## config.mk

```make
export PLATFORM = sky130hd
export DESIGN_NAME = gdm_engine
export DESIGN_NICKNAME = d
export VERILOG_FILES = /design/src/gdm_pkg.sv /design/src/gdm_engine.sv /design/src/gdm_mem_port.sv
export SDC_FILE = /design/constraint.sdc
export NUM_CORES = 2
export LEC_CHECK = 0
export BUFFER_PORTS_ARGS = -buffer_cell sky130_fd_sc_hd__buf_2
export CORE_MARGIN = 4
export CORE_UTILIZATION = 50
export CTS_CLUSTER_DIAMETER = 40
export DETAILED_ROUTE_END_ITERATION = 7
export PLACE_DENSITY = 0.78
export RECOVER_POWER = 100
export SETUP_SLACK_MARGIN = 0.05
export SLEW_MARGIN = 20
export SYNTH_ARGS = -nofsm -noshare
export SYNTH_HDL_FRONTEND = slang
export SYNTH_SLANG_ARGS = --single-unit
```

## constraint.sdc

```tcl
create_clock -name core_clk -period 59.9 [get_ports core_clk]
set_input_delay 5.99 -clock core_clk [delete_from_list [all_inputs] [get_ports core_clk]]
set_output_delay 5.99 -clock core_clk [all_outputs]
set_load 0.02 [all_outputs]
```

## src/gdm_pkg.sv

```systemverilog
// constants, field positions and carrier types of the two-channel dma engine
// assumes a 32-bit apb register port and a 32-bit word memory master port
package gdm_pkg;

	// ----------------------------------------
	// channel count and widths
	// ----------------------------------------
	localparam int GDM_CH_NUM = 2;
	localparam int GDM_TCNT_W = 14;

	// ----------------------------------------
	// register word indices inside one channel window, channel stride and status offset
	// ----------------------------------------
	localparam logic [2:0] GDM_REG_CTL = 3'h0;
	localparam logic [2:0] GDM_REG_SRCB = 3'h1;
	localparam logic [2:0] GDM_REG_DSTB = 3'h2;
	localparam logic [2:0] GDM_REG_TCNT = 3'h3;
	localparam logic [2:0] GDM_REG_CSRC = 3'h4;
	localparam logic [2:0] GDM_REG_CDST = 3'h5;
	localparam logic [2:0] GDM_REG_CTCNT = 3'h6;
	localparam logic [2:0] GDM_REG_DADR = 3'h7;
	localparam logic [11:0] GDM_CH_STRIDE = 12'h020;
	localparam logic [11:0] GDM_STAT_OFF = 12'h040;

	// ----------------------------------------
	// channel control fields
	// ----------------------------------------
	localparam int GDM_CTL_EN = 0;
	localparam int GDM_CTL_MS_LO = 2;
	localparam int GDM_CTL_DADIR = 4;
	localparam int GDM_CTL_SADIR = 5;
	localparam int GDM_CTL_DAFIX = 6;
	localparam int GDM_CTL_SAFIX = 7;
	localparam int GDM_CTL_DINTS = 10;
	localparam int GDM_CTL_TWS_LO = 12;
	localparam int GDM_CTL_SWREQ = 16;
	localparam int GDM_CMD_CTL_W = 18;
	localparam logic [1:0] GDM_MS_IO_A = 2'h1;
	localparam logic [1:0] GDM_MS_IO_B = 2'h2;

	// ----------------------------------------
	// descriptor pointer fields and values
	// ----------------------------------------
	localparam int GDM_DADR_RST = 0;
	localparam int GDM_DADR_SEQUENTIAL_NEXT_FLAG = 1;
	localparam int GDM_DADR_NONDSC = 2;
	localparam int GDM_DADR_RUN = 3;
	localparam logic [31:0] GDM_DADR_RESET = 32'h0000_0004;
	localparam logic [31:0] GDM_DADR_CHRST = 32'h0000_0005;
	localparam logic [31:0] GDM_DESC_STEP = 32'h0000_0010;

	// ----------------------------------------
	// reset values and synchroniser depth
	// ----------------------------------------
	localparam logic [31:0] GDM_REG_RESET = 32'h0000_0000;
	localparam int GDM_SYNC_STAGES = 3;

	// ----------------------------------------
	// carriers
	// ----------------------------------------
	typedef struct packed {
		logic write;
		logic [1:0] size;
		logic [31:0] addr;
		logic [31:0] wdata;
	} gdm_mem_cmd_t;

	typedef enum logic [1:0] {
		ENG_IDLE = 2'b00,
		ENG_FETCH = 2'b01,
		ENG_RD = 2'b10,
		ENG_WR = 2'b11
	} gdm_eng_state_t;

	typedef enum logic [1:0] {
		PORT_IDLE = 2'b00,
		PORT_REQ = 2'b01,
		PORT_XFER = 2'b10
	} gdm_port_state_t;

endpackage

```

## src/gdm_engine.sv

```systemverilog
// two-channel memory-to-memory dma engine with descriptor fetch
// assumes an apb master for registers and one shared memory master port
//
// Notes on behaviour
// - two independent channels move memory to memory once started.
// - addresses increment, decrement or stay; units are byte, half-word or word.
// - completion shows in a pollable status and on an interrupt output.
// - direct mode goes idle after the count; software reprograms for more.
// - descriptor fetch only while run bit 3 is one and bit 2 zero.
// - direct software transfer starts with control bits 16 and 0 set.
// - software request zero, source field 01 or 10: i/o paced transfer.
// - software can restart a stopped direct mode channel by rewriting its controls.
// - writing 0x04 to the pointer resets it and disables descriptors.
// - writing the pointer with run set fetches four descriptor words.
// - fetched words load next pointer, source, destination, control, count.
// - top fourteen command bits go to count, the rest to control.
// - every completed descriptor fetch overwrites the control register.
// - i/o paced direct mode depends on enable, field 3:2 and the synchronised i/o request pin.
// - in descriptor mode enable and source field come from the list.
// - sequential flag one: next descriptor at current plus 16 bytes.
// - pointer bit 0 resets the channel, clears status; reads 0x05.
// - count at zero ends descriptor; without the sequential flag pointer takes the stored next pointer.
// - an error clears run in descriptor mode and stops the channel until software restarts.
`timescale 1ns/100ps
`default_nettype none
module gdm_engine
	import gdm_pkg::*;
#(
	parameter int NCH = GDM_CH_NUM
)
(
	// clock and reset
	input wire logic core_clk,
	input wire logic rst,
	// apb register port
	input wire logic psel,
	input wire logic penable,
	input wire logic pwrite,
	input wire logic [11:0] paddr,
	input wire logic [31:0] pwdata,
	output logic pready,
	output logic [31:0] prdata,
	output logic pslverr,
	// i/o request pins, one per channel
	input wire logic [NCH-1:0] ioReq,
	// memory master port
	output logic busReq,
	input wire logic busGnt,
	output logic memValid,
	output gdm_mem_cmd_t memCmd,
	input wire logic memReady,
	input wire logic [31:0] memRdata,
	input wire logic memErr,
	// completion interrupt
	output logic dmaIrq
);

	// ----------------------------------------
	// helpers
	// ----------------------------------------
	function automatic logic [31:0] stepAddr(input logic [31:0] a, input logic [1:0] sz,
		input logic fix, input logic dec);
		logic [31:0] inc;
		inc = 32'h0000_0001 << sz;
		if (fix)
			return a;
		else if (dec)
			return a - inc;
		else
			return a + inc;
	endfunction

	function automatic logic [31:0] descBase(input logic [31:0] p);
		return {p[31:4], 4'h0};
	endfunction

	// ----------------------------------------
	// declarations
	// ----------------------------------------
	logic [31:0] ctl_q [NCH];
	logic [31:0] srcb_q [NCH];
	logic [31:0] dstb_q [NCH];
	logic [31:0] csrc_q [NCH];
	logic [31:0] cdst_q [NCH];
	logic [31:0] dadr_q [NCH];
	logic [31:0] nextDadr_q [NCH];
	logic [GDM_TCNT_W-1:0] tcnt_q [NCH];
	logic [GDM_TCNT_W-1:0] ctcnt_q [NCH];
	logic [NCH-1:0] fetchPend_q;
	logic [NCH-1:0] done_q;
	logic [NCH-1:0] err_q;
	logic [NCH-1:0] want;
	logic [NCH-1:0] ioLevel_q;
	logic [NCH-1:0] ioSync_q [GDM_SYNC_STAGES];
	gdm_eng_state_t state_q;
	logic chSel_q;
	logic lastCh_q;
	logic pick;
	logic [1:0] fetchIdx_q;
	logic cmdValid_q;
	gdm_mem_cmd_t cmd_q;
	logic cmdDone;
	logic cmdErr;
	logic [31:0] cmdRdata;
	logic apbWr;
	logic apbSetup;
	logic regHit;
	logic regCh;
	logic [2:0] regIdx;
	logic statHit;

	// ----------------------------------------
	// i/o request synchroniser
	// ----------------------------------------
	always_ff @(posedge core_clk or posedge rst)
	begin
		if (rst)
		begin
			for (int s = 0; s < GDM_SYNC_STAGES; s++)
				ioSync_q[s] <= '0;
			ioLevel_q <= '0;
		end
		else
		begin
			ioSync_q[0] <= ioReq;
			for (int s = 1; s < GDM_SYNC_STAGES; s++)
				ioSync_q[s] <= ioSync_q[s-1];
			for (int c = 0; c < NCH; c++)
				if (ioSync_q[1][c] == ioSync_q[2][c])
					ioLevel_q[c] <= ioSync_q[2][c];
		end
	end

	// ----------------------------------------
	// channel eligibility
	// ----------------------------------------
	always_comb
	begin
		for (int c = 0; c < NCH; c++)
		begin
			logic [1:0] ms;
			logic trig;
			logic modeOk;
			ms = ctl_q[c][GDM_CTL_MS_LO +: 2];
			// the software request bit still triggers in i/o paced mode
			trig = ctl_q[c][GDM_CTL_SWREQ]
				|| ((ms == GDM_MS_IO_A || ms == GDM_MS_IO_B) && ioLevel_q[c]);
			// list control words carry no software request; enable and field suffice
			if (!dadr_q[c][GDM_DADR_NONDSC] && ms == 2'h0)
				trig = 1'b1;
			modeOk = dadr_q[c][GDM_DADR_NONDSC] || dadr_q[c][GDM_DADR_RUN];
			want[c] = fetchPend_q[c]
				|| (ctl_q[c][GDM_CTL_EN] && trig && modeOk && ctcnt_q[c] != '0);
		end
		// round robin keeps one busy channel from locking out the other
		pick = (want[0] && want[1]) ? ~lastCh_q : want[1];
	end

	// ----------------------------------------
	// engine sequencer
	// ----------------------------------------
	always_ff @(posedge core_clk or posedge rst)
	begin
		if (rst)
		begin
			state_q <= ENG_IDLE;
			chSel_q <= 1'b0;
			lastCh_q <= 1'b0;
			fetchIdx_q <= 2'h0;
			cmdValid_q <= 1'b0;
			cmd_q <= '0;
		end
		else
		begin
			cmdValid_q <= 1'b0;
			unique case (state_q)
				ENG_IDLE:
					if (|want)
					begin
						chSel_q <= pick;
						lastCh_q <= pick;
						cmdValid_q <= 1'b1;
						if (fetchPend_q[pick])
						begin
							state_q <= ENG_FETCH;
							fetchIdx_q <= 2'h0;
							cmd_q <= '{write: 1'b0, size: 2'h2,
								addr: descBase(dadr_q[pick]), wdata: '0};
						end
						else
						begin
							state_q <= ENG_RD;
							cmd_q <= '{write: 1'b0, size: ctl_q[pick][GDM_CTL_TWS_LO +: 2],
								addr: csrc_q[pick], wdata: '0};
						end
					end
				ENG_FETCH:
					if (cmdDone)
					begin
						if (cmdErr || fetchIdx_q == 2'h3 || !fetchPend_q[chSel_q])
							state_q <= ENG_IDLE;
						else
						begin
							fetchIdx_q <= fetchIdx_q + 2'h1;
							cmdValid_q <= 1'b1;
							cmd_q.addr <= cmd_q.addr + 32'h0000_0004;
						end
					end
				ENG_RD:
					if (cmdDone)
					begin
						if (cmdErr)
							state_q <= ENG_IDLE;
						else
						begin
							state_q <= ENG_WR;
							cmdValid_q <= 1'b1;
							cmd_q <= '{write: 1'b1, size: ctl_q[chSel_q][GDM_CTL_TWS_LO +: 2],
								addr: cdst_q[chSel_q], wdata: cmdRdata};
						end
					end
				ENG_WR:
					if (cmdDone)
						state_q <= ENG_IDLE;
			endcase
		end
	end

	// ----------------------------------------
	// apb decode
	// ----------------------------------------
	assign apbSetup = psel && !penable;
	assign apbWr = psel && penable && pwrite;
	assign regCh = paddr[5];
	assign regIdx = paddr[4:2];
	assign statHit = paddr == GDM_STAT_OFF;
	assign regHit = paddr[11:6] == 6'h00 && paddr[1:0] == 2'h0;
	assign pready = 1'b1;

	// ----------------------------------------
	// channel registers
	// ----------------------------------------
	always_ff @(posedge core_clk or posedge rst)
	begin
		if (rst)
		begin
			for (int c = 0; c < NCH; c++)
			begin
				ctl_q[c] <= GDM_REG_RESET;
				srcb_q[c] <= GDM_REG_RESET;
				dstb_q[c] <= GDM_REG_RESET;
				csrc_q[c] <= GDM_REG_RESET;
				cdst_q[c] <= GDM_REG_RESET;
				dadr_q[c] <= GDM_DADR_RESET;
				nextDadr_q[c] <= GDM_REG_RESET;
				tcnt_q[c] <= '0;
				ctcnt_q[c] <= '0;
			end
			fetchPend_q <= '0;
			done_q <= '0;
			err_q <= '0;
		end
		else
		begin
			// status clear first so a same-cycle completion still sets
			if (apbWr && statHit)
			begin
				done_q <= done_q & ~pwdata[NCH-1:0];
				err_q <= err_q & ~pwdata[NCH+1:NCH];
			end

			// results of the engine's memory words
			if (cmdDone && cmdErr && state_q != ENG_IDLE)
			begin
				err_q[chSel_q] <= 1'b1;
				fetchPend_q[chSel_q] <= 1'b0;
				ctl_q[chSel_q][GDM_CTL_EN] <= 1'b0;
				if (!dadr_q[chSel_q][GDM_DADR_NONDSC])
					dadr_q[chSel_q][GDM_DADR_RUN] <= 1'b0;
			end
			else if (cmdDone && state_q == ENG_FETCH && fetchPend_q[chSel_q])
			begin
				unique case (fetchIdx_q)
					2'h0: nextDadr_q[chSel_q] <= cmdRdata;
					2'h1:
					begin
						srcb_q[chSel_q] <= cmdRdata;
						csrc_q[chSel_q] <= cmdRdata;
					end
					2'h2:
					begin
						dstb_q[chSel_q] <= cmdRdata;
						cdst_q[chSel_q] <= cmdRdata;
					end
					2'h3:
					begin
						tcnt_q[chSel_q] <= cmdRdata[31:GDM_CMD_CTL_W];
						ctcnt_q[chSel_q] <= cmdRdata[31:GDM_CMD_CTL_W];
						ctl_q[chSel_q] <= {14'h0000, cmdRdata[GDM_CMD_CTL_W-1:0]};
						fetchPend_q[chSel_q] <= 1'b0;
					end
				endcase
			end
			else if (cmdDone && state_q == ENG_WR)
			begin
				csrc_q[chSel_q] <= stepAddr(csrc_q[chSel_q], ctl_q[chSel_q][GDM_CTL_TWS_LO +: 2],
					ctl_q[chSel_q][GDM_CTL_SAFIX], ctl_q[chSel_q][GDM_CTL_SADIR]);
				cdst_q[chSel_q] <= stepAddr(cdst_q[chSel_q], ctl_q[chSel_q][GDM_CTL_TWS_LO +: 2],
					ctl_q[chSel_q][GDM_CTL_DAFIX], ctl_q[chSel_q][GDM_CTL_DADIR]);
				ctcnt_q[chSel_q] <= ctcnt_q[chSel_q] - GDM_TCNT_W'(1);
				if (ctcnt_q[chSel_q] == GDM_TCNT_W'(1))
				begin
					done_q[chSel_q] <= 1'b1;
					ctl_q[chSel_q][GDM_CTL_EN] <= 1'b0;
					if (!dadr_q[chSel_q][GDM_DADR_NONDSC])
					begin
						// sequential lists step on in memory, others follow the link
						if (dadr_q[chSel_q][GDM_DADR_SEQUENTIAL_NEXT_FLAG])
							dadr_q[chSel_q] <= {dadr_q[chSel_q][31:4] + 28'h1,
								nextDadr_q[chSel_q][3:0]};
						else
							dadr_q[chSel_q] <= nextDadr_q[chSel_q];
						fetchPend_q[chSel_q] <= nextDadr_q[chSel_q][GDM_DADR_RUN]
							&& !nextDadr_q[chSel_q][GDM_DADR_NONDSC];
					end
				end
			end

			// software writes win over the engine for stored values
			if (apbWr && regHit && !statHit)
				unique case (regIdx)
					GDM_REG_CTL:
					begin
						ctl_q[regCh] <= pwdata;
						if (pwdata[GDM_CTL_EN])
						begin
							// enabling reloads the working copies for a fresh run
							csrc_q[regCh] <= srcb_q[regCh];
							cdst_q[regCh] <= dstb_q[regCh];
							ctcnt_q[regCh] <= tcnt_q[regCh];
						end
					end
					GDM_REG_SRCB: srcb_q[regCh] <= pwdata;
					GDM_REG_DSTB: dstb_q[regCh] <= pwdata;
					GDM_REG_TCNT: tcnt_q[regCh] <= pwdata[GDM_TCNT_W-1:0];
					GDM_REG_DADR:
						if (pwdata[GDM_DADR_RST])
						begin
							dadr_q[regCh] <= GDM_DADR_CHRST;
							fetchPend_q[regCh] <= 1'b0;
							done_q[regCh] <= 1'b0;
							err_q[regCh] <= 1'b0;
							ctl_q[regCh][GDM_CTL_EN] <= 1'b0;
						end
						else if (pwdata == GDM_DADR_RESET)
						begin
							dadr_q[regCh] <= GDM_DADR_RESET;
							fetchPend_q[regCh] <= 1'b0;
						end
						else
						begin
							// address and flags arrive in one write
							dadr_q[regCh] <= pwdata;
							fetchPend_q[regCh] <= pwdata[GDM_DADR_RUN]
								&& !pwdata[GDM_DADR_NONDSC];
						end
					default: ;
				endcase
		end
	end

	// ----------------------------------------
	// apb read data, captured in the setup cycle
	// ----------------------------------------
	always_ff @(posedge core_clk or posedge rst)
	begin
		if (rst)
		begin
			prdata <= GDM_REG_RESET;
			pslverr <= 1'b0;
		end
		else if (apbSetup)
		begin
			pslverr <= !regHit && !statHit;
			prdata <= GDM_REG_RESET;
			if (statHit)
				prdata <= {28'h0000000, err_q, done_q};
			else if (regHit)
				unique case (regIdx)
					GDM_REG_CTL: prdata <= ctl_q[regCh];
					GDM_REG_SRCB: prdata <= srcb_q[regCh];
					GDM_REG_DSTB: prdata <= dstb_q[regCh];
					GDM_REG_TCNT: prdata <= {18'h00000, tcnt_q[regCh]};
					GDM_REG_CSRC: prdata <= csrc_q[regCh];
					GDM_REG_CDST: prdata <= cdst_q[regCh];
					GDM_REG_CTCNT: prdata <= {18'h00000, ctcnt_q[regCh]};
					GDM_REG_DADR: prdata <= dadr_q[regCh];
				endcase
		end
	end

	// ----------------------------------------
	// completion interrupt
	// ----------------------------------------
	always_ff @(posedge core_clk or posedge rst)
	begin
		if (rst)
			dmaIrq <= 1'b0;
		else
			dmaIrq <= (done_q[0] && ctl_q[0][GDM_CTL_DINTS])
				|| (done_q[1] && ctl_q[1][GDM_CTL_DINTS]);
	end

	// ----------------------------------------
	// memory master port
	// ----------------------------------------
	gdm_mem_port memPort (
		.core_clk(core_clk),
		.rst(rst),
		.cmdValid(cmdValid_q),
		.cmd(cmd_q),
		.cmdDone(cmdDone),
		.cmdRdata(cmdRdata),
		.cmdErr(cmdErr),
		.busReq(busReq),
		.busGnt(busGnt),
		.memValid(memValid),
		.memCmd(memCmd),
		.memReady(memReady),
		.memRdata(memRdata),
		.memErr(memErr)
	);

endmodule
`default_nettype wire

```

## src/gdm_mem_port.sv

```systemverilog
// single-word memory master port of the dma engine
// assumes an arbiter grant that stays high until busReq falls
`timescale 1ns/100ps
`default_nettype none
module gdm_mem_port
	import gdm_pkg::*;
(
	// clock and reset
	input wire logic core_clk,
	input wire logic rst,
	// engine side
	input wire logic cmdValid,
	input wire gdm_mem_cmd_t cmd,
	output logic cmdDone,
	output logic [31:0] cmdRdata,
	output logic cmdErr,
	// arbiter and memory side
	output logic busReq,
	input wire logic busGnt,
	output logic memValid,
	output gdm_mem_cmd_t memCmd,
	input wire logic memReady,
	input wire logic [31:0] memRdata,
	input wire logic memErr
);

	gdm_port_state_t state_q;

	// ----------------------------------------
	// request, grant, one word, release
	// ----------------------------------------
	always_ff @(posedge core_clk or posedge rst)
	begin
		if (rst)
			state_q <= PORT_IDLE;
		else
			unique case (state_q)
				PORT_IDLE: if (cmdValid) state_q <= PORT_REQ;
				PORT_REQ: if (busGnt) state_q <= PORT_XFER;
				PORT_XFER: if (memReady) state_q <= PORT_IDLE;
				default: state_q <= PORT_IDLE;
			endcase
	end

	always_ff @(posedge core_clk or posedge rst)
	begin
		if (rst)
			memCmd <= '0;
		else if (state_q == PORT_IDLE && cmdValid)
			memCmd <= cmd;
	end

	always_ff @(posedge core_clk or posedge rst)
	begin
		if (rst)
		begin
			cmdDone <= 1'b0;
			cmdErr <= 1'b0;
			cmdRdata <= GDM_REG_RESET;
		end
		else
		begin
			cmdDone <= state_q == PORT_XFER && memReady;
			cmdErr <= state_q == PORT_XFER && memReady && memErr;
			if (state_q == PORT_XFER && memReady)
				cmdRdata <= memRdata;
		end
	end

	// bus is given back after every word so the other master is not starved
	assign busReq = state_q != PORT_IDLE;
	assign memValid = state_q == PORT_XFER;

endmodule
`default_nettype wire

```

==> summary.md <==
| Metric | Value |
|---|---|
| Hold-fix buffers at CTS | 0 |
| H-Tree Depth | 3 |
| CP max FO | approximately 160 |
| Core Rows | approximately 110 |
| Io pins | 190 |
| Initial antenna violation count | 11 |
| Buf+Inv Stages, Crit Path | 4 |
| Critical path type | in -> async |
| Max Cap Violations | 34 |
| CP Cell Sequence | buf_2 -> clkinvlp_2 -> clkbuf_1 -> clkbuf_1 |
| Seq. cell area | around 18,000 um^2 |
| Post-Syn Area | approximately 44,000 um^2 |
| Nets | between 4,000 and 5,000 |
| Post_cts resized | 0 |
| Final Wtd Congestion | around 1.1 |
| Yosys Warn Count | 0 |
| CP delay by family, top | buffers and inverters |
| Global Route Usage Sum | 39.16% |
| Yosys cell types | between 90 and 100 |
| Routed WL per cell | ~32 um |
| Failing checks | DRC, capacitance limit, slew limit |
| Worst hold start | ioSync_q[4]$_DFF_PP0_ |
| PortBufs | between 150 and 200 |
| Pwr dens | around 53 nW/um^2 |
| Measured slew at the worst slew-check pin | 8.574 ns |
| GR Overflow Total | 0 |
| Root buffer cell | clkbuf_16 |
| Async S/R FF share, synth | between 90% and 100% |
| Die W | between 300 and 400 um |
| DR iter-0 viols | 7,101 |
| First-pass GRT wire length | 273,200 um |
| Final min period | 19.87 ns |
| Die footprint | between 90,000 and 100,000 um^2 |
| Count of pins over their slew limit | approximately 1,700 |
| Reg-to-reg endpoint | csrc_q[61]$_DFF_PP0_ |
| Area of the multi-input gates | about 24,000 um^2 |
| Drt total wl | 189,100 um |
| WP data required | between 50 and 60 ns |
| DR vias | 42,310 |
| Area growth syn-to-layout | 12.52% |
| CP peak stage delay | ~6.2 ns |
| Yosys reg bits | around 730 |
| Crit. End Element | async pin |
| Setup violators final | 0 |
| Share of layout cells above drive strength 1 | ~14% |
| FF-to-FF Start | lastCh_q$_DFFE_PP0P_ |
| Min setup slack post-route | 40.03 ns |
| CORE AREA | 87,160 um^2 |
| Lkg Pwr | 20.10 nW |
| Fillcell total | about 7,600 |
| Clock latency on the worst-skew pair | between 0.7 and 0.8 ns |
| Pre-CTS WS | between 50 and 60 ns |
| Setup TNS | 0 ns |
| Clock slew at reported path FFs | roughly 0.050 ns |
| Worst min path class | reg -> reg |
| Post-Syn Nets | 4,843 |
| Pre-Repair DR Iteration Count | 8 |
| Vias in the first global route | between 30,000 and 40,000 |
| Peak VDD IR | roughly 0.054 mV |
| Avg Inst Size Synth | between 9 and 10 um^2 |
| Slew margin rel. | -471.6% |
| Critical path startpoint | rst |
| CTS Buf Count | between 100 and 150 |
| Top post-synthesis cells by area | dfrtp_1 (41%), mux2i_1 (8.4%), mux2_2 (5.9%), a21oi_1 (5.1%), nor2_1 (4.3%) |
| Clk_skew | 0.04426 ns |
| Fmax | ~0.05 GHz |
| Critical Path AT | between 15 and 20 ns |
| Hold Crit Endpoint | ioSync_q[2]$_DFF_PP0_ |
| Crit start category | input pin |
| Outcome | finished with violations |
| Worst path slowest cell | clkbuf_1 |
| Hold depth | 0 |
| Clk sinks | 728 |
| Most used cell, CP | clkbuf_1 |
| Final worst-path cycle share | around a third |
| Die Y | 305.0 um |
| Post-DP HPWL | between 100,000 and 150,000 um |
| Largest net degree at the start of global routing | between 150 and 200 |
| Drt drc | 30 |
| Post-synthesis sequential area ratio | between 40 and 50% |
| Leading area contributor after synthesis | dfrtp_1 |
| Post-synth EDFFs | 0 |
| Post-CTS setup buffers | 0 |
| Starting density of the core | around half |
| Syn Inst Count | between 4,000 and 5,000 |
| Worst R2R Path Depth | 10 |
| Placed Instance Area | 45,820 um^2 |
| R2R Setup Slk | ~44 ns |
| Fin. Hold Viols | 0 |
| Primary FF master, synth | dfrtp_1 |
| Vias per cell | approximately 7.1 |
| Top cell type's share of synthesized area | about two fifths |
| CTS Buffer Depth | 3 |
| RSZ-0062 raised after global routing | false |
| CTS tree | done |
| Post-DRT Antenna Nets | 0 |
| Final instance area | 49,640 um^2 |
cell type report:
cell class | count | share of cell area (%)
multi-input cells | 3498 | 48.56
clock buffers | 142 | 6.589
well taps | 1155 | 2.911
repair buffers | 283 | 2.853
inverters | 67 | 0.5092
diodes | 5 | 0.02521
flip-flops and latches | 728 | 36.71
clock inverters | 85 | 1.843
power breakdown:
part	leakage [nW]	switching [mW]	internal (mW)	total, mW
registers	8.38	0.265	0.632	0.897
clock network	2.04	0.279	0.434	0.713
logic	9.68	0.625	0.409	1.03
total	20.1	1.17	1.47	2.64
state kept, by name, indices dropped and copies added (netlist names), 6 cells and up:
signal / cells
nextDadr_q: 64
srcb_q: 64
prdata: 32
cdst_q: 64
ioSync_q: 6
memPort.memCmd: 67
ctcnt_q: 28
dstb_q: 64
tcnt_q: 28
memPort.cmdRdata: 32
cmd_q: 67
csrc_q: 64
dadr_q: 64
ctl_q: 64
cells in the mapped netlist (all sizes together) (22+ instances only):
library cell,number
buf,104
mux2,234
o22ai,42
a21o,33
a22o,88
a221oi,92
nor2,508
a222oi,94
clkbuf,280
nand2b,46
mux4,27
o21a,34
a221o,26
dfrtp,726
and2,27
nand3,63
nand2,377
o21ai,271
xnor2,56
a22oi,59
nor4,22
nor2b,31
a21oi,446
a31oi,69
mux2i,371
o211ai,56
or3,24
xor2,43
ha,77
and3,29
inv,67
nor3,53
per-layer routing:
| layer | vias up | routed length, um | global-route usage, % |
|---|---|---|---|
| met5 | - | 135 | 0.1550 |
| li1 | 17470 | - | - |
| met3 | 756 | 32550 | 18.70 |
| met4 | 12 | 12620 | 20.81 |
| met1 | 20360 | 69460 | 51.24 |
| met2 | 3705 | 74340 | 53.38 |
metrics by stage:
stage	utilization (%)	total power, mW	hold WS [ns]	std cells
6_report	56.95	2.644	0.3485	5963
2_1_floorplan	-	1.485	0.3312	4678
5_1_grt	56.94	2.732	0.3543	5959
3_3_place_gp	52.57	1.848	0.3360	5731
3_5_place_dp	52.57	1.861	0.3409	5731
4_1_cts	57.37	2.576	0.3534	5958
worst register-to-register path: cells and delay by family, from the launching register on:
kind / cells / cell delay, ns
compound gates: 3 / 1.08
buf+inv: 1 / 5.10
simple gates: 5 / 6.48
flops: 1 / 1.36
mux: 1 / 1.79
cells by family (layout without fill, tap and decap cells):
group           count (synthesis)  count (layout)  share of synthesized area (%)
flops                         728             728                          41.30
fa+ha+maj                      81              81                          2.320
xor+xnor                       99              99                          1.965
simple gates                 1234            1234                          12.43
other cells                     1               6                       0.008500
mux                           632             632                          15.79
buf+inv                       452             577                          4.237
compound gates               1451            1451                          21.95
how the worst max path moves through the flow:
stage,end,cells after the start,slack [ns]
final,cmd_q[28]$_DFFE_PP0P_,4,40.03
after global routing,cmd_q[28]$_DFFE_PP0P_,4,37.64
after CTS,csrc_q[29]$_DFF_PP0_,11,50.80
after detailed placement,csrc_q[29]$_DFF_PP0_,11,50.10
after global placement,csrc_q[29]$_DFF_PP0_,11,50.12
after floorplan,cdst_q[0]$_DFF_PP0_,1,33.49
placed cells by master, fill, tap and decap left out, drive strengths merged, types with 24 or more instances in the layout:
master and instances:
a21o 33, a21oi 446, a221o 26, a221oi 92
a222oi 94, a22o 88, a22oi 59, a31oi 69
and2 27, and3 29, buf 148, clkbuf 277
clkinv 34, dfrtp 726, ha 77, inv 98
mux2 234, mux2i 371, mux4 27, nand2 377
nand2b 46, nand3 63, nor2 508, nor2b 31
nor3 53, o211ai 56, o21a 34, o21ai 271
o22ai 42, or3 24, xnor2 56, xor2 43
(Power assumes the default switching activity.)
